**src/rtl/rss_map.svh**
```systemverilog
// Register offsets, field positions, reset values and timing counts for the reset sequencer.
// Assumes a 50 MHz clock and a word-addressed Avalon-MM slave with 32-bit data.
`ifndef RSS_MAP_SVH
`define RSS_MAP_SVH
`define RSS_ADDR_W 2
`define RSS_BROWNOUT_CONTROL_OFS 2'h0
`define RSS_RESET_CAUSE_OFS 2'h1
`define RSS_STATUS_FLAGS_OFS 2'h2
`define RSS_BOC_SWEN_BIT 7
`define RSS_BOC_FAST_BIT 6
`define RSS_BOC_READY_BIT 0
`define RSS_BOC_RESET 2'h2
`define RSS_CAUSE_RESET 8'h1c
`define RSS_CAUSE_WMASK 8'hdf
`define RSS_STAT_RESET 2'h3
`define RSS_CLK_HZ 50000000
`define RSS_PUD_MS 64
`define RSS_PUD_CYC ((`RSS_PUD_MS * (`RSS_CLK_HZ / 1000)))
`define RSS_BOD_NS 1000
`define RSS_BOD_CYC ((`RSS_BOD_NS * (`RSS_CLK_HZ / 1000000) + 999) / 1000)
`define RSS_PIN_FILT_NS 200
`define RSS_PIN_FILT_CYC ((`RSS_PIN_FILT_NS * (`RSS_CLK_HZ / 1000000) + 999) / 1000)
`define RSS_START_CYC 10
`define RSS_CNT_W 23
`endif

```
**src/rtl/rss_pkg.sv**
```systemverilog
// Types for the reset source sequencer.
// Assumes rss_map.svh supplies all numeric constants.
package rss_pkg;
  typedef enum logic [1:0] {
    RSS_BO_OFF = 2'b00,
    RSS_BO_SW = 2'b01,
    RSS_BO_NOSLEEP = 2'b10,
    RSS_BO_ON = 2'b11
  } rss_bo_mode_t;
  typedef enum logic [1:0] {
    RSS_ST_HOLD = 2'b00,
    RSS_ST_DELAY = 2'b01,
    RSS_ST_WAITPIN = 2'b10,
    RSS_ST_RUN = 2'b11
  } rss_state_t;
endpackage

```
**src/rtl/rss_reset_source_sequencer.sv**
```systemverilog
// Reset source sequencer: combines all reset causes, runs the power-up delay and records the cause.
// Assumes all inputs synchronous to clk; Avalon-MM slave, one wait state on every access.
//
// Overview of operation
// - Power-up delay lasts 64 ms after power events
// - Core held in reset while delay runs
// - Delay starts after power-on and brown-out release
// - Mode field picks on, nosleep, software, off
// - Mode 11: always active, wake not delayed
// - Mode 10: off in sleep, waits ready
// - Mode 01: software enable, no start wait
// - Software mode: protect once ready, sleep-neutral
// - Software enable acts only in mode 01
// - Fast start forces reference in modes 10/01
// - Ready bit reflects brown-out circuit activity
// - Short supply dips are filtered out
// - Low-power detector resets, clears brown-out flag
// - Low-power detector enabled by configuration bit
// - Pin enabled by pin-enable or low-voltage programming
// - Enabled low pin holds reset, glitches ignored
// - Reset logic never drives the pin
// - Disabled pin is plain input, software pull-up
// - Watchdog time-out resets, updates status flags
// - Reset instruction resets, clears its flag
// - Stack faults reset only when enabled
// - Programming exit acts as power-on reset
// - Delay ignores pin; start 10 cycles after
// - Run needs delay done and pin released
//
// Structure
// Combinational decode of the configured brown-out mode first.
// Then two filters: one for supply dips, one for the pin.
// The sequencer walks hold, delay, pin wait and run.
// Hold lasts while any power-class event is present.
// Delay counts the power-up time unless it is disabled.
// Pin wait needs a filtered release plus a short gap.
// Run drops the core reset at the edge it is entered.
//
// Power-class versus hard sources
// Power-on, programming exit and filtered brown-out are power-class.
// They restart the whole sequence, including the delay.
// Watchdog, reset instruction and enabled stack faults are hard.
// Hard sources skip the delay and only redo the gap.
// This keeps a watchdog loop from costing a full delay each time.
//
// Brown-out handling
// Mode decode is cheap, so it is redone every cycle.
// Configuration bits may therefore change at any time.
// Protection counts only while the circuit reports ready.
// The low-power detector shares the same dip filter.
// Limitation: both detectors share one filter count.
// A dip seen by either keeps the filter running.
//
// Pin handling
// The pin filter is symmetric on purpose.
// A short high during a held-low pin must not release the core.
// The pin is never driven; its enable and value stay low.
// When the pin is disabled it becomes a plain sampled input.
//
// Cause flags
// Active-low flags are cleared by hardware, set by software.
// Stack flags are active high, set by hardware.
// A hardware event beats a software write in the same cycle.
// Power-on and programming exit reload the whole cause register; brown-out clears only bit 0.
//
// Register bus
// Every access takes exactly one wait state.
// The acknowledge is registered, which keeps timing short.
// Read data stays until the next read completes.
// Unmapped words read zero and ignore writes.
//
// Timing figures
// All counts but the start gap follow from the clock rate in the map header.
// The delay count is a parameter so benches can shorten it.
// The start gap is counted in clock cycles, not time.
//
// Outputs
// Every output comes straight from a flip-flop.
// Core reset is built from the next state to avoid a lag.
//
// Hazards
// Inputs are taken as already synchronous; no synchroniser here.
// A caller feeding raw pads must add synchronisers outside.
// Mode codes are all legal, so no default branch is needed.
// Bus reset restores the control bits; device resets do not.
//
// Register access over Avalon-MM and the register addresses were left to the implementer.
`timescale 1ns/100ps
`include "rss_map.svh"
module rss_reset_source_sequencer
  import rss_pkg::*;
#(
  parameter int PUD_CYCLES = `RSS_PUD_CYC
) (
  input wire logic clk,
  input wire logic rst,
  input wire logic [`RSS_ADDR_W-1:0] address,
  input wire logic read,
  input wire logic write,
  input wire logic [31:0] writedata,
  output logic [31:0] readdata,
  output logic waitrequest,
  input wire logic powerOnLow,
  input wire logic supplyLow,
  input wire logic brownOutCircuitActive,
  input wire logic lowPowerSupplyLow,
  input wire logic programModeExit,
  input wire logic externalResetPinIn,
  input wire logic softPullUpEnable,
  input wire logic sleepMode,
  input wire logic watchdogTimeout,
  input wire logic resetInstruction,
  input wire logic stackOverflow,
  input wire logic stackUnderflow,
  input wire logic [1:0] brownOutModeField,
  input wire logic powerUpDelayEnable_n,
  input wire logic lowPowerBrownOutEnable_n,
  input wire logic externalResetPinEnable,
  input wire logic lowVoltageProgEnable,
  input wire logic stackResetEnable,
  output logic coreReset,
  output logic brownOutDetectEnable,
  output logic referenceForceOn,
  output logic externalResetPinOut,
  output logic externalResetPinOe,
  output logic pinPullUpEnable,
  output logic generalInput
);

  rss_bo_mode_t boMode;
  rss_state_t state_q, state_d;
  logic swEnable_q, fastStart_q;
  logic [7:0] cause_q, cause_d;
  logic [1:0] statFlags_q, statFlags_d;
  logic [`RSS_CNT_W-1:0] pudCnt_q;
  logic [7:0] boFilt_q, pinFilt_q;
  logic [3:0] startCnt_q;
  logic pinLowF_q, boTrip_q, ack_q;
  logic [31:0] rdMux;

  assign boMode = rss_bo_mode_t'(brownOutModeField);

  // Brown-out detection enable per mode; sleep only matters in mode 10
  wire boActive = (boMode == RSS_BO_ON) ||
                  (boMode == RSS_BO_NOSLEEP && !sleepMode) ||
                  (boMode == RSS_BO_SW && swEnable_q);
  // Protection only counts once the circuit is ready
  wire boArmed = boActive && brownOutCircuitActive;
  wire lpEnabled = !lowPowerBrownOutEnable_n;
  wire pinEnabled = externalResetPinEnable || lowVoltageProgEnable;
  wire boLowRaw = (boArmed && supplyLow) || (lpEnabled && lowPowerSupplyLow);
  wire pinLowRaw = pinEnabled && !externalResetPinIn;
  // Modes 11 and 10 hold start-up for ready and supply; 01 and 00 do not
  wire startWaitBo = (boMode == RSS_BO_ON || boMode == RSS_BO_NOSLEEP) &&
                     (!brownOutCircuitActive || supplyLow);
  wire powerEvent = powerOnLow || programModeExit || boTrip_q;
  wire stackTrip = stackResetEnable && (stackOverflow || stackUnderflow);
  wire hardTrip = watchdogTimeout || resetInstruction || stackTrip;
  wire pudDone = powerUpDelayEnable_n || (pudCnt_q == `RSS_CNT_W'(PUD_CYCLES));
  wire busReq = (read || write) && !ack_q;
  wire wrHit = write && ack_q;

  // Filter for supply dips: must persist the minimum duration
  always_ff @(posedge clk) begin
    if (rst || !boLowRaw) begin
      boFilt_q <= 8'h00;
      boTrip_q <= 1'b0;
    end else if (boFilt_q == 8'(`RSS_BOD_CYC)) begin
      boTrip_q <= 1'b1;
    end else begin
      boFilt_q <= boFilt_q + 8'h01;
    end
  end

  // Pin glitch filter, symmetric so short highs do not release either
  always_ff @(posedge clk) begin
    if (rst) begin
      pinFilt_q <= 8'h00;
      pinLowF_q <= 1'b0;
    end else if (pinLowRaw == pinLowF_q) begin
      pinFilt_q <= 8'h00;
    end else if (pinFilt_q == 8'(`RSS_PIN_FILT_CYC)) begin
      pinLowF_q <= pinLowRaw;
      pinFilt_q <= 8'h00;
    end else begin
      pinFilt_q <= pinFilt_q + 8'h01;
    end
  end

  // Sequencer: power event holds, delay, then pin, then short start gap
  always_comb begin
    state_d = state_q;
    unique case (state_q)
      RSS_ST_HOLD: if (!powerEvent && !startWaitBo) begin
        state_d = RSS_ST_DELAY;
      end
      RSS_ST_DELAY: if (pudDone) begin
        state_d = RSS_ST_WAITPIN;
      end
      RSS_ST_WAITPIN: if (!pinLowF_q && startCnt_q == 4'(`RSS_START_CYC)) begin
        state_d = RSS_ST_RUN;
      end
      RSS_ST_RUN: if (pinLowF_q || hardTrip) begin
        state_d = RSS_ST_WAITPIN;
      end
    endcase
    if (powerEvent) begin
      state_d = RSS_ST_HOLD;
    end
  end

  always_ff @(posedge clk) begin
    if (rst) begin
      state_q <= RSS_ST_HOLD;
    end else begin
      state_q <= state_d;
    end
  end

  // Delay counter runs regardless of the pin; cleared by any power event
  always_ff @(posedge clk) begin
    if (rst || state_q == RSS_ST_HOLD) begin
      pudCnt_q <= '0;
    end else if (state_q == RSS_ST_DELAY && !pudDone) begin
      pudCnt_q <= pudCnt_q + `RSS_CNT_W'(1);
    end
  end

  // Start gap counts only while pin released and no hard source pending
  always_ff @(posedge clk) begin
    if (rst || state_q != RSS_ST_WAITPIN || pinLowF_q || hardTrip) begin
      startCnt_q <= 4'h0;
    end else if (startCnt_q != 4'(`RSS_START_CYC)) begin
      startCnt_q <= startCnt_q + 4'h1;
    end
  end

  // Cause flags; hardware events win over a software write in the same cycle
  always_comb begin
    cause_d = cause_q;
    statFlags_d = statFlags_q;
    if (wrHit && address == `RSS_RESET_CAUSE_OFS) begin
      cause_d = writedata[7:0] & `RSS_CAUSE_WMASK;
    end
    if (wrHit && address == `RSS_STATUS_FLAGS_OFS) begin
      statFlags_d = writedata[1:0];
    end
    if (powerOnLow || programModeExit) begin
      cause_d = `RSS_CAUSE_RESET;
      statFlags_d = `RSS_STAT_RESET;
    end else begin
      if (boTrip_q) begin
        cause_d[0] = 1'b0;
        statFlags_d = `RSS_STAT_RESET;
      end
      if (pinLowF_q && state_q == RSS_ST_RUN) begin
        cause_d[3] = 1'b0;
      end
      if (watchdogTimeout) begin
        cause_d[4] = 1'b0;
        statFlags_d[1] = 1'b0;
        statFlags_d[0] = !sleepMode;
      end
      if (resetInstruction) begin
        cause_d[2] = 1'b0;
      end
      if (stackTrip && stackOverflow) begin
        cause_d[7] = 1'b1;
      end
      if (stackTrip && stackUnderflow) begin
        cause_d[6] = 1'b1;
      end
    end
  end

  // Register writes; control bits survive every reset but the bus reset
  always_ff @(posedge clk) begin
    if (rst) begin
      swEnable_q <= 1'(`RSS_BOC_RESET >> 1);
      fastStart_q <= 1'b0;
      cause_q <= `RSS_CAUSE_RESET;
      statFlags_q <= `RSS_STAT_RESET;
    end else begin
      cause_q <= cause_d;
      statFlags_q <= statFlags_d;
      if (wrHit && address == `RSS_BROWNOUT_CONTROL_OFS) begin
        swEnable_q <= writedata[`RSS_BOC_SWEN_BIT];
        fastStart_q <= writedata[`RSS_BOC_FAST_BIT];
      end
    end
  end

  // Read data; ready bit is live circuit state
  assign rdMux = (address == `RSS_BROWNOUT_CONTROL_OFS) ?
                   {24'h000000, swEnable_q, fastStart_q, 5'h00, brownOutCircuitActive} :
                 (address == `RSS_RESET_CAUSE_OFS) ? {24'h000000, cause_q} :
                 (address == `RSS_STATUS_FLAGS_OFS) ? {30'h00000000, statFlags_q} : 32'h00000000;

  // One wait state: ack registered, so waitrequest drops a cycle after the request
  always_ff @(posedge clk) begin
    if (rst) begin
      ack_q <= 1'b0;
      waitrequest <= 1'b1;
      readdata <= 32'h00000000;
    end else begin
      ack_q <= busReq;
      waitrequest <= !busReq;
      if (busReq && read) begin
        readdata <= rdMux;
      end
    end
  end

  // Registered outputs
  always_ff @(posedge clk) begin
    if (rst) begin
      coreReset <= 1'b1;
      brownOutDetectEnable <= 1'b0;
      referenceForceOn <= 1'b0;
      externalResetPinOut <= 1'b0;
      externalResetPinOe <= 1'b0;
      pinPullUpEnable <= 1'b0;
      generalInput <= 1'b0;
    end else begin
      coreReset <= (state_d != RSS_ST_RUN);
      brownOutDetectEnable <= boActive;
      referenceForceOn <= fastStart_q && (boMode == RSS_BO_NOSLEEP || boMode == RSS_BO_SW);
      externalResetPinOut <= 1'b0;
      externalResetPinOe <= 1'b0;
      pinPullUpEnable <= pinEnabled || softPullUpEnable;
      generalInput <= pinEnabled ? 1'b0 : externalResetPinIn;
    end
  end

endmodule

```
**config.mk**
```make
export PLATFORM = sky130hd
export DESIGN_NAME = rss_reset_source_sequencer
export DESIGN_NICKNAME = d
export VERILOG_FILES = /design/src/rtl/rss_pkg.sv /design/src/rtl/rss_reset_source_sequencer.sv
export VERILOG_INCLUDE_DIRS = /design/src /design/src/rtl
export SDC_FILE = /design/constraint.sdc
export NUM_CORES = 1
export LEC_CHECK = 0
export ABC_CLOCK_PERIOD_IN_PS = 1550
export BUFFER_PORTS_ARGS = -buffer_cell sky130_fd_sc_hd__buf_2
export CAP_MARGIN = 20
export CORE_ASPECT_RATIO = 1.5
export CORE_MARGIN = 2
export CORE_UTILIZATION = 40
export DETAILED_ROUTE_END_ITERATION = 16
export MAX_ROUTING_LAYER = met4
export PLACE_DENSITY = 0.77
export SYNTH_ARGS = -nofsm -noshare
export SYNTH_HDL_FRONTEND = slang
export SYNTH_SLANG_ARGS = --single-unit
```
**constraint.sdc**
```tcl
create_clock -name clk -period 1.55 [get_ports clk]
set_input_delay 0.0775 -clock clk [delete_from_list [all_inputs] [get_ports clk]]
set_output_delay 0.0775 -clock clk [all_outputs]
set_load 0.02 [all_outputs]
```
; Word level (Yosys, flattened, before mapping)
; Cells that the tools add are included.
[totals]
ff_bits = 97
in_bits = 57
out_inout_bits = 40
wordCells = 130
[classes]
add_sub_neg = 4
eq_ne = 16
n_mux = 18
bitwise = 1
reduce_logical = 66
[op_table]
columns = cell, n
row1 = $mux 8, 3
row2 = $add 23x1->23 const B, 1
row3 = $eq 23x22->1 const B, 1
row4 = $logic_and 1x1->1, 21
row5 = $logic_or 1x1->1, 21
row6 = $mux 2, 9
row7 = $add 8x1->8 const B, 2
row8 = $logic_not 1->1, 11
row9 = $eq 2x2->1 const B, 5
row10 = $reduce_bool 2->1, 5
row11 = $eq 8x4->1 const B, 1
row12 = $eq 8x6->1 const B, 1
row13 = $pmux 2 s4, 1
row14 = $eq 2x1->1 const B, 3
row15 = $reduce_or 3->1, 2
row16 = $mux 1, 5
row17 = $add 4x1->4 const B, 1
row18 = $eq 4x4->1 const B, 1
row19 = $logic_not 2->1, 2
row20 = $ne 2x2->1 const B, 2
row21 = $ne 4x4->1 const B, 1
row22 = $reduce_or 2->1, 2
row23 = $reduce_bool 3->1, 1
row24 = $reduce_and 2->1, 1
row25 = 2 further kinds, 2

; Logic depth before layout (Yosys ltp)
; Gate-level depths: netlist of the first run.
[logic_depth]
word_depth = 9
ltp_mapped = 7
depth_no_buf = 7

; Least setup slack after synthesis of the first run
; OpenSTA, ideal clock, no wires.
[synth_path]
path_kind = register to register
from = register state_q[0]
to = register pudCnt_q[21]
setup_time_ps = 114
arrival_time_ps = 1596
required_ps = 1436
setup_slack_ps = -160
path_stages_with_launch = 8
path_buffers = 2
period_less_slack_ps = 1710
cell_sequence = dfxtp_1 > buf_6 > or3b_1 > buf_6 > nor4_4 > nand3_1 > xor2_1 > nor2_1
[synth_via]
elab_chain_len = 2
elab_cells_between_ends = 4
classes_between = eq/ne (1) / reduce/logical (3)
[synth_lines]
columns = item, line_no
row1 = from (decl), rss_reset_source_sequencer.sv:131  ; rss_state_t state_q, state_d;
row2 = from (signal assigned), rss_reset_source_sequencer.sv:216  ; state_q <= state_d;
row3 = $eq 2x1->1 / $logic_not 2->1 (equally long branches), "rss_reset_source_sequencer.sv:224, rss_reset_source_sequencer.sv:222"
row4 = $logic_and 1x1->1 / $logic_or 1x1->1 (equally long branches), "rss_reset_source_sequencer.sv:224, rss_reset_source_sequencer.sv:222"
row5 = to (signal assigned), rss_reset_source_sequencer.sv:225  ; pudCnt_q <= pudCnt_q + `RSS_CNT_W'(1);
row6 = to (decl), rss_reset_source_sequencer.sv:135  ; logic [`RSS_CNT_W-1:0] pudCnt_q;
; Parallel ways exist; a longest one is shown, timed or not.
; A chain may end at the register's enable or synchronous reset.

; Final worst setup path of the first run
[layout_path]
from = register pudCnt_q[0]
to = register pudCnt_q[1]
[layout_via]
elab_chain_len = 4
elab_cells_between_ends = 5
classes_between = add/sub (1) / eq/ne (1) / reduce/logical (3)
[layout_lines]
columns = item
row1 = "parallel branches: the longest is 4 deep, another holds $add 23x1->23"
; Parallel ways; which one is timed is not known.

==> results of run 1 <==
-- synth_stat cells, types with 3 or more instances --
cell	count
nand2b_1	4
buf_4	27
xnor2_1	10
xor2_1	24
a21oi_1	11
nor4_1	6
nand2_1	14
nand4_1	10
nor3_1	12
nand3_1	22
nor2_1	66
clkbuf_1	5
a22oi_1	3
or3_1	4
ha_1	11
o21ai_0	10
and3_1	6
nor2b_1	5
inv_1	11
dfxtp_1	72
buf_6	3
mux2i_1	13
-- per-layer routing --
layer,part of all wire (%),track usage [%],up-vias
li1,-,-,1496
met5,0,-,-
met1,36,18.12,1481
met3,4.4,3.911,44
met2,54,31.20,120
met4,5.4,8.369,0
-- how the worst max path moves through the flow --
stage           startpoint  cells past startpoint  slack, ns      endpoint
6_report       pudCnt_q[0]                      8      -0.22   pudCnt_q[1]
5_1_grt        pudCnt_q[0]                      8      -0.26   pudCnt_q[1]
2_1_floorplan   state_q[0]                      7      -0.02  pudCnt_q[15]
3_3_place_gp   pudCnt_q[0]                      8      -0.07   pudCnt_q[0]
4_1_cts         state_q[1]                      4      -0.07   pudCnt_q[0]
3_5_place_dp   pudCnt_q[0]                      8      -0.13   pudCnt_q[0]
-- where the power goes --
group / internal (mW) / switching, mW / total [mW]
clock: 1.33 / 0.787 / 2.11
combinational: 0.129 / 0.215 / 0.343
sequential: 1.87 / 0.0163 / 1.89
-- state kept, by name (all words and copies together), names as in the netlist --
signal and flops:
waitrequest 1, pinLowF_q 1, swEnable_q 1, fastStart_q 1, pudCnt_q 23, ack_q 1, coreReset 1, pinFilt_q 8
statFlags_q 2, brownOutDetectEnable 1, pinPullUpEnable 1, referenceForceOn 1, state_q 2, boFilt_q 8, startCnt_q 4, boTrip_q 1
cause_q 7, readdata 7, generalInput 1
-- what timing repair did --
action / 4_1_cts / 5_1_grt
endpoints found under the setup margin: 15 / 29
pin swaps: 7 / 18
gates resized for setup: 18 / 44
setup buffers: 3 / 3
hold buffers: 13 / 0
hold endpoints to repair: 11 / 0
gates cloned: 0 / 1
-- placed cells by master, fill, tap and decap left out, types with 3 or more instances in the layout --
cell type and count:
nor2b_1 5, a22oi_1 3, ha_1 9, dfxtp_1 63, nor2_1 63, buf_4 35, dfxtp_4 3, inv_1 9
nor2_4 3, nand2b_1 4, and3_1 6, buf_2 44, dfxtp_2 6, nand3_1 21, a21oi_1 8, mux2i_1 13
nor4_2 3, nand2_1 12, o21ai_0 9, xnor2_1 10, a21oi_2 3, conb_1 27, dlygate4sd3_1 13, nor3_1 10
xor2_1 23, or3_4 3, nor4_4 3, nand4_1 10, buf_6 5, clkbuf_16 9
-- cells by family after synthesis --
kind of cell             Yosys count
AND/OR/NAND/NOR                  174
flip-flops                        72
buffers and inverters             47
AO/OA/AOI/OAI                     36
XOR/XNOR                          34
multiplexers                      14
adder cells (fa/ha/maj)           11
other                              1
-- cell type report --
cell class              count  area (um^2)
diodes                      2        5.005
clock buffers              11        252.7
clock inverters             5        55.05
fillers                   699         3750
inverters                  11        46.29
multi-input cells         297         2041
flip-flops and latches     72         1460
well taps                 107        133.9
repair buffers             97        669.4
-- through the flow --
stage,cells,setup TNS [ns],utilization [%]
5_1_grt,602,-1.924,55.43
4_1_cts,596,-0.3560,52.93
2_1_floorplan,415,-0.1226,-
3_3_place_gp,565,-0.2387,46.53
6_report,602,-0.7134,55.43
3_5_place_dp,565,-0.6477,46.53
-- worst max-delay path, delay by kind of cell, from the launching register on --
family / cells / cell delay [ns]
AO/OA/AOI/OAI: 1 / 0.12
adder cells (fa/ha/maj): 1 / 0.13
buffers and inverters: 2 / 0.28
AND/OR/NAND/NOR: 4 / 0.73
flip-flops: 1 / 0.37
==> metrics.txt, run 1 <==
# TYPE chip_impl_metric gauge
chip_impl_metric{name="yosys-mux-area-fraction",unit="%"} 4.087
chip_impl_metric{name="clock_buffers_created_by_tritoncts",unit=""} 9
chip_impl_metric{name="post_synth_cell_types",unit=""} 53
chip_impl_metric{name="synth_enable_flop_cells",unit=""} 0
chip_impl_metric{name="yosys.area_share.adder",unit="%"} 3.978
chip_impl_info{name="setup.worst_path.start_class",value="flip-flop"} 1
chip_impl_metric{name="die_x",unit="um"} 79.94
chip_impl_metric{name="reg2regPathDepth",unit=""} 8
chip_impl_metric{name="routed_wirelength",unit="um"} 9377
chip_impl_metric{name="worstPathArrival",unit="ns"} 1.97
chip_impl_metric{name="synthCells",unit=""} 389
chip_impl_metric{name="static-leakage-power",unit="nW"} 1.935
chip_impl_metric{name="detailroute.via_count",unit=""} 3141
chip_impl_metric{name="grt_max_degree",unit=""} 23
chip_impl_metric{name="wl_per_cell",unit="um"} 15.58
chip_impl_metric{name="final_skew",unit="ns"} 0.008990
chip_impl_info{name="ys.flop_type",value="dfxtp_1"} 1
chip_impl_info{name="hold_path.startpoint",value="programModeExit"} 1
chip_impl_metric{name="final_net_count",unit=""} 556
chip_impl_metric{name="min_delay_path_depth",unit=""} 3
chip_impl_metric{name="viasPerCell",unit=""} 5.218
chip_impl_metric{name="synth-warning-count",unit=""} 0
chip_impl_metric{name="antenna_found_initial",unit=""} 2
chip_impl_metric{name="synth_compound_area_share",unit="%"} 6.438
chip_impl_metric{name="reg2reg_slack",unit="ns"} -0.22
chip_impl_metric{name="grt_use_total",unit="%"} 17.70
chip_impl_metric{name="initial_core_utilization",unit="%"} 41.12
chip_impl_info{name="critical_path.slowest_cell",value="dfxtp_4"} 1
chip_impl_metric{name="grt_first_pass_wirelength",unit="um"} 13040
chip_impl_info{name="yosysTopAreaCell",value="dfxtp_1"} 1
chip_impl_metric{name="worst-path-max-fanout",unit=""} 5
chip_impl_info{name="critical_path.reg2reg.endpoint",value="pudCnt_q[1]"} 1
chip_impl_info{name="cells_traversed_along_the_worst_timing_path",value="inv_4 -> ha_4 -> nor4b_4 -> nand4_1 -> buf_4 -> nor2_4 -> nand4b_1 -> o31ai_4"} 1
chip_impl_metric{name="floorplan.die_area",unit="um^2"} 9424
chip_impl_metric{name="die_height",unit="um"} 117.9
chip_impl_metric{name="timing.fmax",unit="MHz"} 565.0
chip_impl_metric{name="post_synth_xor_area_fraction",unit="%"} 8.608
chip_impl_info{name="violations",value="negative setup slack"} 1
chip_impl_metric{name="dpl.hpwl",unit="um"} 5310
chip_impl_info{name="root_cell_of_the_clock_tree",value="clkbuf_16"} 1
chip_impl_metric{name="route.detailed.drc",unit=""} 0
chip_impl_metric{name="drv.max_cap_violation_count",unit=""} 0
chip_impl_info{name="cell_types_with_the_largest_area_share_after_synthesis",value="dfxtp_1 42%, nor2_1 7.2%, xor2_1 6.1%, buf_4 5.9%, ha_1 4.0%"} 1
chip_impl_metric{name="final-setup-viol-count",unit=""} 12
chip_impl_info{name="hold_path_end",value="coreReset"} 1
chip_impl_metric{name="hold_viol",unit=""} 0
chip_impl_info{name="grt_setup_unrepaired",value="yes"} 1
chip_impl_metric{name="tritoncts_num_sinks",unit=""} 72
chip_impl_metric{name="timing_max_transition_violations_final",unit=""} 0
chip_impl_metric{name="setup_slack",unit="ns"} -0.2200
chip_impl_metric{name="fin_total_pwr",unit="mW"} 4.347
chip_impl_metric{name="detail_route.first_pass.iterations",unit=""} 4
chip_impl_metric{name="postLayoutCellArea",unit="um^2"} 4663
chip_impl_metric{name="vias_in_the_first_global_route",unit=""} 3008
chip_impl_info{name="status",value="finished with violations"} 1
chip_impl_metric{name="synth_seq_cells",unit=""} 72
chip_impl_metric{name="synth-simple-area-share",unit="%"} 26.44
chip_impl_metric{name="post-place-ws",unit="ns"} -0.1325
chip_impl_metric{name="postSynth.asyncResetShare",unit="%"} 0
chip_impl_info{name="criticalPathCategory",value="reg2reg"} 1
chip_impl_info{name="combinational_family_with_the_most_area_after_synthesis",value="simple AND/OR/NAND/NOR gates"} 1
chip_impl_metric{name="antenna_violating_nets_post_route",unit=""} 0
chip_impl_metric{name="area_delta_synth_final",unit="%"} 34.79
chip_impl_metric{name="power.density_cell_area",unit="nW/um^2"} 932.2
chip_impl_metric{name="final_layout_size_suffix_gt1_share",unit="%"} 30.02
chip_impl_metric{name="port_buffers",unit=""} 44
chip_impl_metric{name="design.portCount",unit=""} 97
chip_impl_metric{name="detailedRoute.firstIterationViolations",unit=""} 315
chip_impl_metric{name="insertion_delay",unit="ns"} 0.34
chip_impl_metric{name="design.core.area",unit="um^2"} 8413
chip_impl_metric{name="layout_worst_path_cycle_share",unit="%"} 114.2
chip_impl_metric{name="synth_area",unit="um^2"} 3460
chip_impl_metric{name="routabilityCongestion",unit=""} 0.8724
chip_impl_metric{name="cts-root-to-sink-buffers",unit=""} 2
chip_impl_metric{name="power.ir.vdd_worst",unit="V"} 0.0007657
chip_impl_metric{name="cts_htree_levels",unit=""} 3
chip_impl_metric{name="min_period",unit="ns"} 1.770
chip_impl_metric{name="grt_remaining_overflow",unit=""} 0
chip_impl_info{name="worst_hold_path_class",value="in2reg"} 1
chip_impl_metric{name="sequential_area_share_after_synthesis",unit="%"} 41.66
chip_impl_metric{name="critical-path-max-stage-delay",unit="ns"} 0.37
chip_impl_info{name="setup.worst_path.end_class",value="flip-flop"} 1
chip_impl_metric{name="rows",unit=""} 41
chip_impl_metric{name="final.hold.worst_slack",unit="ns"} 0.004017
chip_impl_metric{name="syn-mean-instance-area",unit="um^2"} 8.893
chip_impl_metric{name="worstPathRequired",unit="ns"} 1.75
chip_impl_metric{name="clock_transition_at_the_registers_of_the_reported_paths",unit="ns"} 0.06
chip_impl_metric{name="synth.top_cell.area_share",unit="%"} 41.66
chip_impl_info{name="reg2reg_from",value="pudCnt_q[0]"} 1
chip_impl_info{name="cts_tree",value="done"} 1
chip_impl_metric{name="post_dp_cell_area",unit="um^2"} 3915
Note: power is estimated with default switching activity, not from simulation.
==> run 2, diff against run 1 <==
--- a/config.mk
+++ b/config.mk
@@ -10,11 +10,12 @@
 export BUFFER_PORTS_ARGS = -buffer_cell sky130_fd_sc_hd__buf_2
 export CAP_MARGIN = 20
 export CORE_ASPECT_RATIO = 1.5
-export CORE_MARGIN = 2
 export CORE_UTILIZATION = 40
+export CTS_CLUSTER_DIAMETER = 200
 export DETAILED_ROUTE_END_ITERATION = 16
 export MAX_ROUTING_LAYER = met4
 export PLACE_DENSITY = 0.77
+export REMOVE_ABC_BUFFERS = 1
 export SYNTH_ARGS = -nofsm -noshare
 export SYNTH_HDL_FRONTEND = slang
 export SYNTH_SLANG_ARGS = --single-unit
==> metrics.txt, run 2 (synthesized netlist as in run 1, its figures left out) <==
# TYPE chip_impl_metric gauge
chip_impl_info{name="status",value="finished with violations"} 1
chip_impl_info{name="violations",value="negative setup slack"} 1
chip_impl_metric{name="design.portCount",unit=""} 97
chip_impl_metric{name="power.ir.vdd_worst",unit="V"} 0.0006540
chip_impl_metric{name="diodes",unit=""} 0
chip_impl_metric{name="clkPwrFrac",unit="%"} 49.8
chip_impl_metric{name="clock_transition_at_the_registers_of_the_reported_paths",unit="ns"} 0.06
chip_impl_metric{name="die_x",unit="um"} 77.94
chip_impl_info{name="max_flop_register",value="pudCnt_q"} 1
chip_impl_info{name="mostFrequentLayoutCells",value="63 x nor2_1, 61 x dfxtp_1, 44 x buf_2"} 1
chip_impl_info{name="criticalPathCategory",value="reg2reg"} 1
chip_impl_metric{name="clock_buffers_created_by_tritoncts",unit=""} 9
chip_impl_metric{name="final_net_count",unit=""} 561
chip_impl_metric{name="rows",unit=""} 41
chip_impl_metric{name="dpl.hpwl",unit="um"} 5650
chip_impl_metric{name="antenna_found_initial",unit=""} 0
chip_impl_metric{name="tritoncts_num_sinks",unit=""} 72
chip_impl_metric{name="grt_first_pass_wirelength",unit="um"} 13590
chip_impl_metric{name="p_sw",unit="uW"} 987.9
chip_impl_metric{name="final.hold.worst_slack",unit="ns"} 0.01839
chip_impl_metric{name="min_period",unit="ns"} 1.570
chip_impl_metric{name="wl_per_cell",unit="um"} 13.89
chip_impl_metric{name="insertion_delay",unit="ns"} 0.33
chip_impl_metric{name="post-place-ws",unit="ns"} -0.09203
chip_impl_info{name="grt_setup_unrepaired",value="yes"} 1
chip_impl_metric{name="detailroute.via_count",unit=""} 3108
chip_impl_metric{name="final-setup-viol-count",unit=""} 1
chip_impl_metric{name="final_layout_size_suffix_gt1_share",unit="%"} 30.32
chip_impl_info{name="worst_hold_path_class",value="in2reg"} 1
chip_impl_metric{name="design.core.area",unit="um^2"} 8413
chip_impl_metric{name="power.density_cell_area",unit="nW/um^2"} 954.1
chip_impl_metric{name="p_int",unit="mW"} 3.458
chip_impl_metric{name="grt_remaining_overflow",unit=""} 0
chip_impl_metric{name="static-leakage-power",unit="nW"} 1.942
chip_impl_metric{name="cts_htree_levels",unit=""} 3
chip_impl_metric{name="share_seq_of_total_power",unit="%"} 42.6
chip_impl_metric{name="power.share.combinational",unit="%"} 7.6
chip_impl_metric{name="cts-root-to-sink-buffers",unit=""} 2
chip_impl_metric{name="grt_use_total",unit="%"} 20.24
chip_impl_metric{name="viasPerCell",unit=""} 5.137
chip_impl_metric{name="grt_max_degree",unit=""} 23
chip_impl_metric{name="final_skew",unit="ns"} 0.006443
chip_impl_info{name="root_cell_of_the_clock_tree",value="clkbuf_16"} 1
chip_impl_metric{name="antenna_violating_nets_post_route",unit=""} 0
chip_impl_metric{name="final.fill_count",unit=""} 714
chip_impl_metric{name="drv.max_cap_violation_count",unit=""} 0
chip_impl_metric{name="initial_core_utilization",unit="%"} 41.12
chip_impl_info{name="cts_tree",value="done"} 1
chip_impl_metric{name="worstPathRequired",unit="ns"} 1.76
chip_impl_metric{name="die_height",unit="um"} 115.9
chip_impl_metric{name="detail_route.first_pass.iterations",unit=""} 4
chip_impl_metric{name="floorplan.die_area",unit="um^2"} 9033
chip_impl_metric{name="hold_viol",unit=""} 0
chip_impl_metric{name="detailedRoute.firstIterationViolations",unit=""} 166
chip_impl_metric{name="setup_slack",unit="ns"} -0.01960
chip_impl_metric{name="worstPathArrival",unit="ns"} 1.78
chip_impl_metric{name="routabilityCongestion",unit=""} 0.8737
chip_impl_metric{name="largest_register_ffs",unit=""} 23
chip_impl_metric{name="power_switching_share",unit="%"} 22.22
chip_impl_metric{name="min_delay_path_depth",unit=""} 3
chip_impl_info{name="setup.worst_path.end_class",value="flip-flop"} 1
chip_impl_metric{name="vias_in_the_first_global_route",unit=""} 3116
chip_impl_metric{name="timing_max_transition_violations_final",unit=""} 0
chip_impl_metric{name="worst-path-max-fanout",unit=""} 4
chip_impl_metric{name="reg2regPathDepth",unit=""} 8
chip_impl_metric{name="port_buffers",unit=""} 44
chip_impl_info{name="largest_registers_in_the_final_layout",value="pudCnt_q (23), boFilt_q (8), pinFilt_q (8)"} 1
chip_impl_metric{name="layout_worst_path_cycle_share",unit="%"} 101.3
chip_impl_metric{name="timing.fmax",unit="MHz"} 637.1
chip_impl_metric{name="route.detailed.drc",unit=""} 0
chip_impl_metric{name="routed_wirelength",unit="um"} 8405
chip_impl_info{name="final_common_cell",value="nor2_1"} 1
chip_impl_info{name="setup.worst_path.start_class",value="flip-flop"} 1
chip_impl_metric{name="area_delta_synth_final",unit="%"} 34.68
run 2: cell types whose count changed in the layout (fill, tap and decap cells not counted), sizes merged:
cell         previous run  this run
buf                    84        88
clkinvlp                2         0
diode                   2         0
bufinv                  1         2
dlygate4sd3            13        14
inv                    11        12
run 2: routing by layer:
metal	GRT usage, %	vias up	share of wire, %
met2	37.29	94	56
li1	-	1497	-
met3	5.433	28	4.1
met4	13.33	0	3.9
met1	18.07	1489	37
met5	-	-	0
run 2: critical path, cell delays in order (launching register included):
cell and delay [ns]:
dfxtp_4 0.35, inv_2 0.07, ha_4 0.11, nor4b_4 0.17
nand4_1 0.20, nor2_4 0.21, buf_6 0.13, nand4b_1 0.13
o31ai_2 0.08
run 2: per-stage QoR:
| stage | utilization (%) | power (mW) | instance area [um^2] | TNS, ns | cells |
|---|---|---|---|---|---|
| after floorplan | - | 2.108 | 3298 | -1.236 | 379 |
| after global placement | 46.98 | 2.224 | 3953 | -0.2717 | 570 |
| after detailed placement | 46.98 | 2.232 | 3953 | -0.8393 | 570 |
| after CTS | 54.10 | 4.479 | 4552 | -0.02582 | 604 |
| after global routing | 55.38 | 4.594 | 4659 | -0.9308 | 605 |
| final | 55.38 | 4.446 | 4659 | -0.01960 | 605 |
run 2: path summary, 6_finish.rpt:
path                                       start           end  slack (ns)
worst min-delay path            stackResetEnable    cause_q[7]        0.02
worst max register to register       pudCnt_q[0]   pudCnt_q[1]       -0.02
worst min register to register      pinFilt_q[0]  pinFilt_q[0]        0.46
worst max-delay path                 pudCnt_q[0]   pudCnt_q[1]       -0.02
run 2: what timing repair did:
action / 4_1_cts / 5_1_grt
resized for setup: 27 / 28
endpoints found under the setup margin: 17 / 24
gates cloned: 1 / 0
pin swaps: 11 / 7
hold buffers: 14 / 0
buffers inserted: 4 / 1
hold endpoints to repair: 10 / 0
run 2: power groups by stage:
stage / clock network, mW / registers [mW] / logic, mW
finish: 2.21 / 1.89 / 0.338
global route: 2.33 / 1.90 / 0.367
CTS: 2.26 / 1.90 / 0.326
detailed placement: 0 / 1.94 / 0.296
global placement: 0 / 1.93 / 0.290
floorplan: 0 / 1.95 / 0.154
run 2: layout make-up:
| class | count | area, um^2 | area share [%] |
|---|---|---|---|
| multi-input cells | 297 | 2001 | 42.94 |
| flip-flops and latches | 72 | 1460 | 31.34 |
| repair buffers | 102 | 701.9 | 15.06 |
| clock buffers | 11 | 242.7 | 5.209 |
| well taps | 107 | 133.9 | 2.873 |
| clock inverters | 5 | 78.83 | 1.692 |
| inverters | 11 | 41.29 | 0.8861 |
==> run 3, diff against run 2 <==
--- a/config.mk
+++ b/config.mk
@@ -6,7 +6,7 @@
 export SDC_FILE = /design/constraint.sdc
 export NUM_CORES = 1
 export LEC_CHECK = 0
-export ABC_CLOCK_PERIOD_IN_PS = 1550
+export ABC_CLOCK_PERIOD_IN_PS = 1700
 export BUFFER_PORTS_ARGS = -buffer_cell sky130_fd_sc_hd__buf_2
 export CAP_MARGIN = 20
 export CORE_ASPECT_RATIO = 1.5
@@ -14,7 +14,7 @@
 export CTS_CLUSTER_DIAMETER = 200
 export DETAILED_ROUTE_END_ITERATION = 16
 export MAX_ROUTING_LAYER = met4
-export PLACE_DENSITY = 0.77
+export PLACE_DENSITY = 0.75
 export REMOVE_ABC_BUFFERS = 1
 export SYNTH_ARGS = -nofsm -noshare
 export SYNTH_HDL_FRONTEND = slang
==> constraint.sdc (replaced) <==
create_clock -name clk -period 1.7 [get_ports clk]
set_input_delay 0.085 -clock clk [delete_from_list [all_inputs] [get_ports clk]]
set_output_delay 0.085 -clock clk [all_outputs]
set_load 0.02 [all_outputs]
==> metrics.txt, run 3 (synthesized netlist as in run 1, its figures left out) <==
# TYPE chip_impl_metric gauge
chip_impl_info{name="status",value="finished clean"} 1
chip_impl_metric{name="detailedRoute.firstIterationViolations",unit=""} 98
chip_impl_metric{name="share_seq_of_total_power",unit="%"} 43.2
chip_impl_info{name="max_flop_register",value="pudCnt_q"} 1
chip_impl_info{name="mostFrequentLayoutCells",value="70 x dfxtp_1, 66 x nor2_1, 44 x buf_2"} 1
chip_impl_metric{name="layout_worst_path_cycle_share",unit="%"} 98.14
chip_impl_info{name="setup.worst_path.start_class",value="flip-flop"} 1
chip_impl_metric{name="static-leakage-power",unit="nW"} 1.738
chip_impl_metric{name="p_int",unit="mW"} 3.140
chip_impl_metric{name="power.ir.vdd_worst",unit="V"} 0.0005917
chip_impl_metric{name="timing.fmax",unit="MHz"} 599.4
chip_impl_metric{name="worst-path-max-fanout",unit=""} 5
chip_impl_metric{name="rows",unit=""} 41
chip_impl_metric{name="clock_transition_at_the_registers_of_the_reported_paths",unit="ns"} 0.05
chip_impl_metric{name="dpl.hpwl",unit="um"} 5087
chip_impl_metric{name="antenna_violating_nets_post_route",unit=""} 0
chip_impl_metric{name="routabilityCongestion",unit=""} 0.8536
chip_impl_metric{name="final_layout_size_suffix_gt1_share",unit="%"} 19.23
chip_impl_metric{name="cts_htree_levels",unit=""} 3
chip_impl_metric{name="die_height",unit="um"} 115.9
chip_impl_metric{name="final_skew",unit="ns"} 0.006461
chip_impl_info{name="final_common_cell",value="dfxtp_1"} 1
chip_impl_metric{name="tritoncts_num_sinks",unit=""} 72
chip_impl_metric{name="worstPathRequired",unit="ns"} 1.96
chip_impl_metric{name="final-setup-viol-count",unit=""} 0
chip_impl_metric{name="insertion_delay",unit="ns"} 0.33
chip_impl_info{name="worst_hold_path_class",value="in2reg"} 1
chip_impl_metric{name="timing_max_transition_violations_final",unit=""} 0
chip_impl_metric{name="grt_use_total",unit="%"} 17.80
chip_impl_metric{name="route.detailed.drc",unit=""} 0
chip_impl_info{name="root_cell_of_the_clock_tree",value="clkbuf_16"} 1
chip_impl_metric{name="routed_wirelength",unit="um"} 7223
chip_impl_metric{name="antenna_found_initial",unit=""} 0
chip_impl_metric{name="wl_per_cell",unit="um"} 12.56
chip_impl_metric{name="clkPwrFrac",unit="%"} 49.7
chip_impl_metric{name="cts-root-to-sink-buffers",unit=""} 2
chip_impl_info{name="hold_path.startpoint",value="stackResetEnable"} 1
chip_impl_metric{name="power_switching_share",unit="%"} 21.55
chip_impl_metric{name="drv.max_cap_violation_count",unit=""} 0
chip_impl_metric{name="grt_remaining_overflow",unit=""} 0
chip_impl_metric{name="reg2reg_slack",unit="ns"} 0.03
chip_impl_metric{name="post_dp_cell_area",unit="um^2"} 3787
chip_impl_metric{name="p_sw",unit="uW"} 862.5
chip_impl_info{name="grt_setup_unrepaired",value="yes"} 1
chip_impl_metric{name="hold_viol",unit=""} 0
chip_impl_metric{name="diodes",unit=""} 0
chip_impl_metric{name="grt_max_degree",unit=""} 23
chip_impl_metric{name="design.portCount",unit=""} 97
chip_impl_metric{name="area_delta_synth_final",unit="%"} 22.31
chip_impl_metric{name="setup_tns",unit="ns"} 0
chip_impl_info{name="criticalPathCategory",value="reg2reg"} 1
chip_impl_metric{name="regArea",unit="um^2"} 1444
chip_impl_metric{name="clock_buffers_created_by_tritoncts",unit=""} 9
chip_impl_metric{name="detailroute.via_count",unit=""} 2913
chip_impl_metric{name="power.density_cell_area",unit="nW/um^2"} 945.8
chip_impl_metric{name="detail_route.first_pass.iterations",unit=""} 4
chip_impl_metric{name="final.fill_count",unit=""} 797
chip_impl_metric{name="postLayoutCellArea",unit="um^2"} 4232
chip_impl_metric{name="initial_core_utilization",unit="%"} 41.12
chip_impl_metric{name="worstPathArrival",unit="ns"} 1.93
chip_impl_metric{name="vias_in_the_first_global_route",unit=""} 2848
chip_impl_metric{name="min_period",unit="ns"} 1.668
chip_impl_metric{name="final.hold.worst_slack",unit="ns"} 0.01222
chip_impl_metric{name="final_net_count",unit=""} 531
chip_impl_info{name="cts_tree",value="done"} 1
chip_impl_metric{name="multi_input_area",unit="um^2"} 1834
chip_impl_metric{name="design.core.area",unit="um^2"} 8413
chip_impl_info{name="largest_registers_in_the_final_layout",value="pudCnt_q (23), boFilt_q (8), pinFilt_q (8)"} 1
chip_impl_metric{name="port_buffers",unit=""} 44
chip_impl_metric{name="die_x",unit="um"} 77.94
chip_impl_metric{name="power.share.combinational",unit="%"} 7.1
chip_impl_info{name="reg2reg_from",value="pudCnt_q[0]"} 1
chip_impl_info{name="setup.worst_path.end_class",value="flip-flop"} 1
chip_impl_metric{name="largest_register_ffs",unit=""} 23
chip_impl_metric{name="viasPerCell",unit=""} 5.066
chip_impl_metric{name="floorplan.die_area",unit="um^2"} 9033
chip_impl_metric{name="grt_first_pass_wirelength",unit="um"} 12190
chip_impl_info{name="startpoint",value="pudCnt_q[0]"} 1
[run 3: repair_timing]
action                                  4_1_cts  5_1_grt
endpoints found under the setup margin        1       19
resized for setup                             0        5
pin swaps                                     1        1
hold buffers                                 10        0
setup buffers                                 0        1
hold endpoints to repair                      9        0
[run 3: worst paths after layout]
path | to | cells after the start
max | pudCnt_q[0] | 8
min | cause_q[6] | 3
max reg2reg | pudCnt_q[0] | 8
min reg2reg | pinFilt_q[0] | 1
[run 3: metal layers]
| metal | track usage (%) | vias to the layer above | part of all wire, % |
|---|---|---|---|
| met5 | - | - | 0 |
| li1 | - | 1436 | - |
| met2 | 31.62 | 86 | 53 |
| met3 | 4.724 | 14 | 4.5 |
| met1 | 17.03 | 1377 | 40 |
| met4 | 11.36 | 0 | 2.3 |
[run 3: metrics by stage]
stage | total power, mW | utilization (%) | instances | setup slack [ns]
2_1_floorplan | 1.922 | - | 379 | -0.05670
3_3_place_gp | 2.021 | 45.02 | 548 | 0.03380
3_5_place_dp | 2.028 | 45.02 | 548 | 0.02040
4_1_cts | 4.044 | 49.96 | 574 | 0.02917
5_1_grt | 4.149 | 50.30 | 575 | -0.06008
6_report | 4.002 | 50.30 | 575 | 0.03166
[run 3: power groups by stage]
| stage | Sequential [mW] | Combinational, mW | Clock [mW] |
|---|---|---|---|
| floorplan | 1.78 | 0.140 | 0 |
| global placement | 1.76 | 0.257 | 0 |
| detailed placement | 1.77 | 0.262 | 0 |
| CTS | 1.73 | 0.280 | 2.03 |
| global route | 1.73 | 0.312 | 2.10 |
| finish | 1.73 | 0.283 | 1.99 |
[run 3: layout make-up]
| cell class | instances | area share [%] |
|---|---|---|
| Multi-Input combinational cell | 296 | 43.35 |
| Clock inverter | 3 | 1.538 |
| Inverter | 11 | 0.9758 |
| Clock buffer | 13 | 5.914 |
| Timing Repair Buffer | 73 | 10.94 |
| Tap cell | 107 | 3.164 |
| Sequential cell | 72 | 34.12 |
[run 3: worst max-delay path, stage by stage, from the launching register on]
cell and delay (ns):
dfxtp_2 0.35, inv_1 0.07, ha_1 0.20, nor4b_2 0.15, nand4_1 0.08, nor2_1 0.06
buf_4 0.14, or3_2 0.40, a21oi_1 0.14
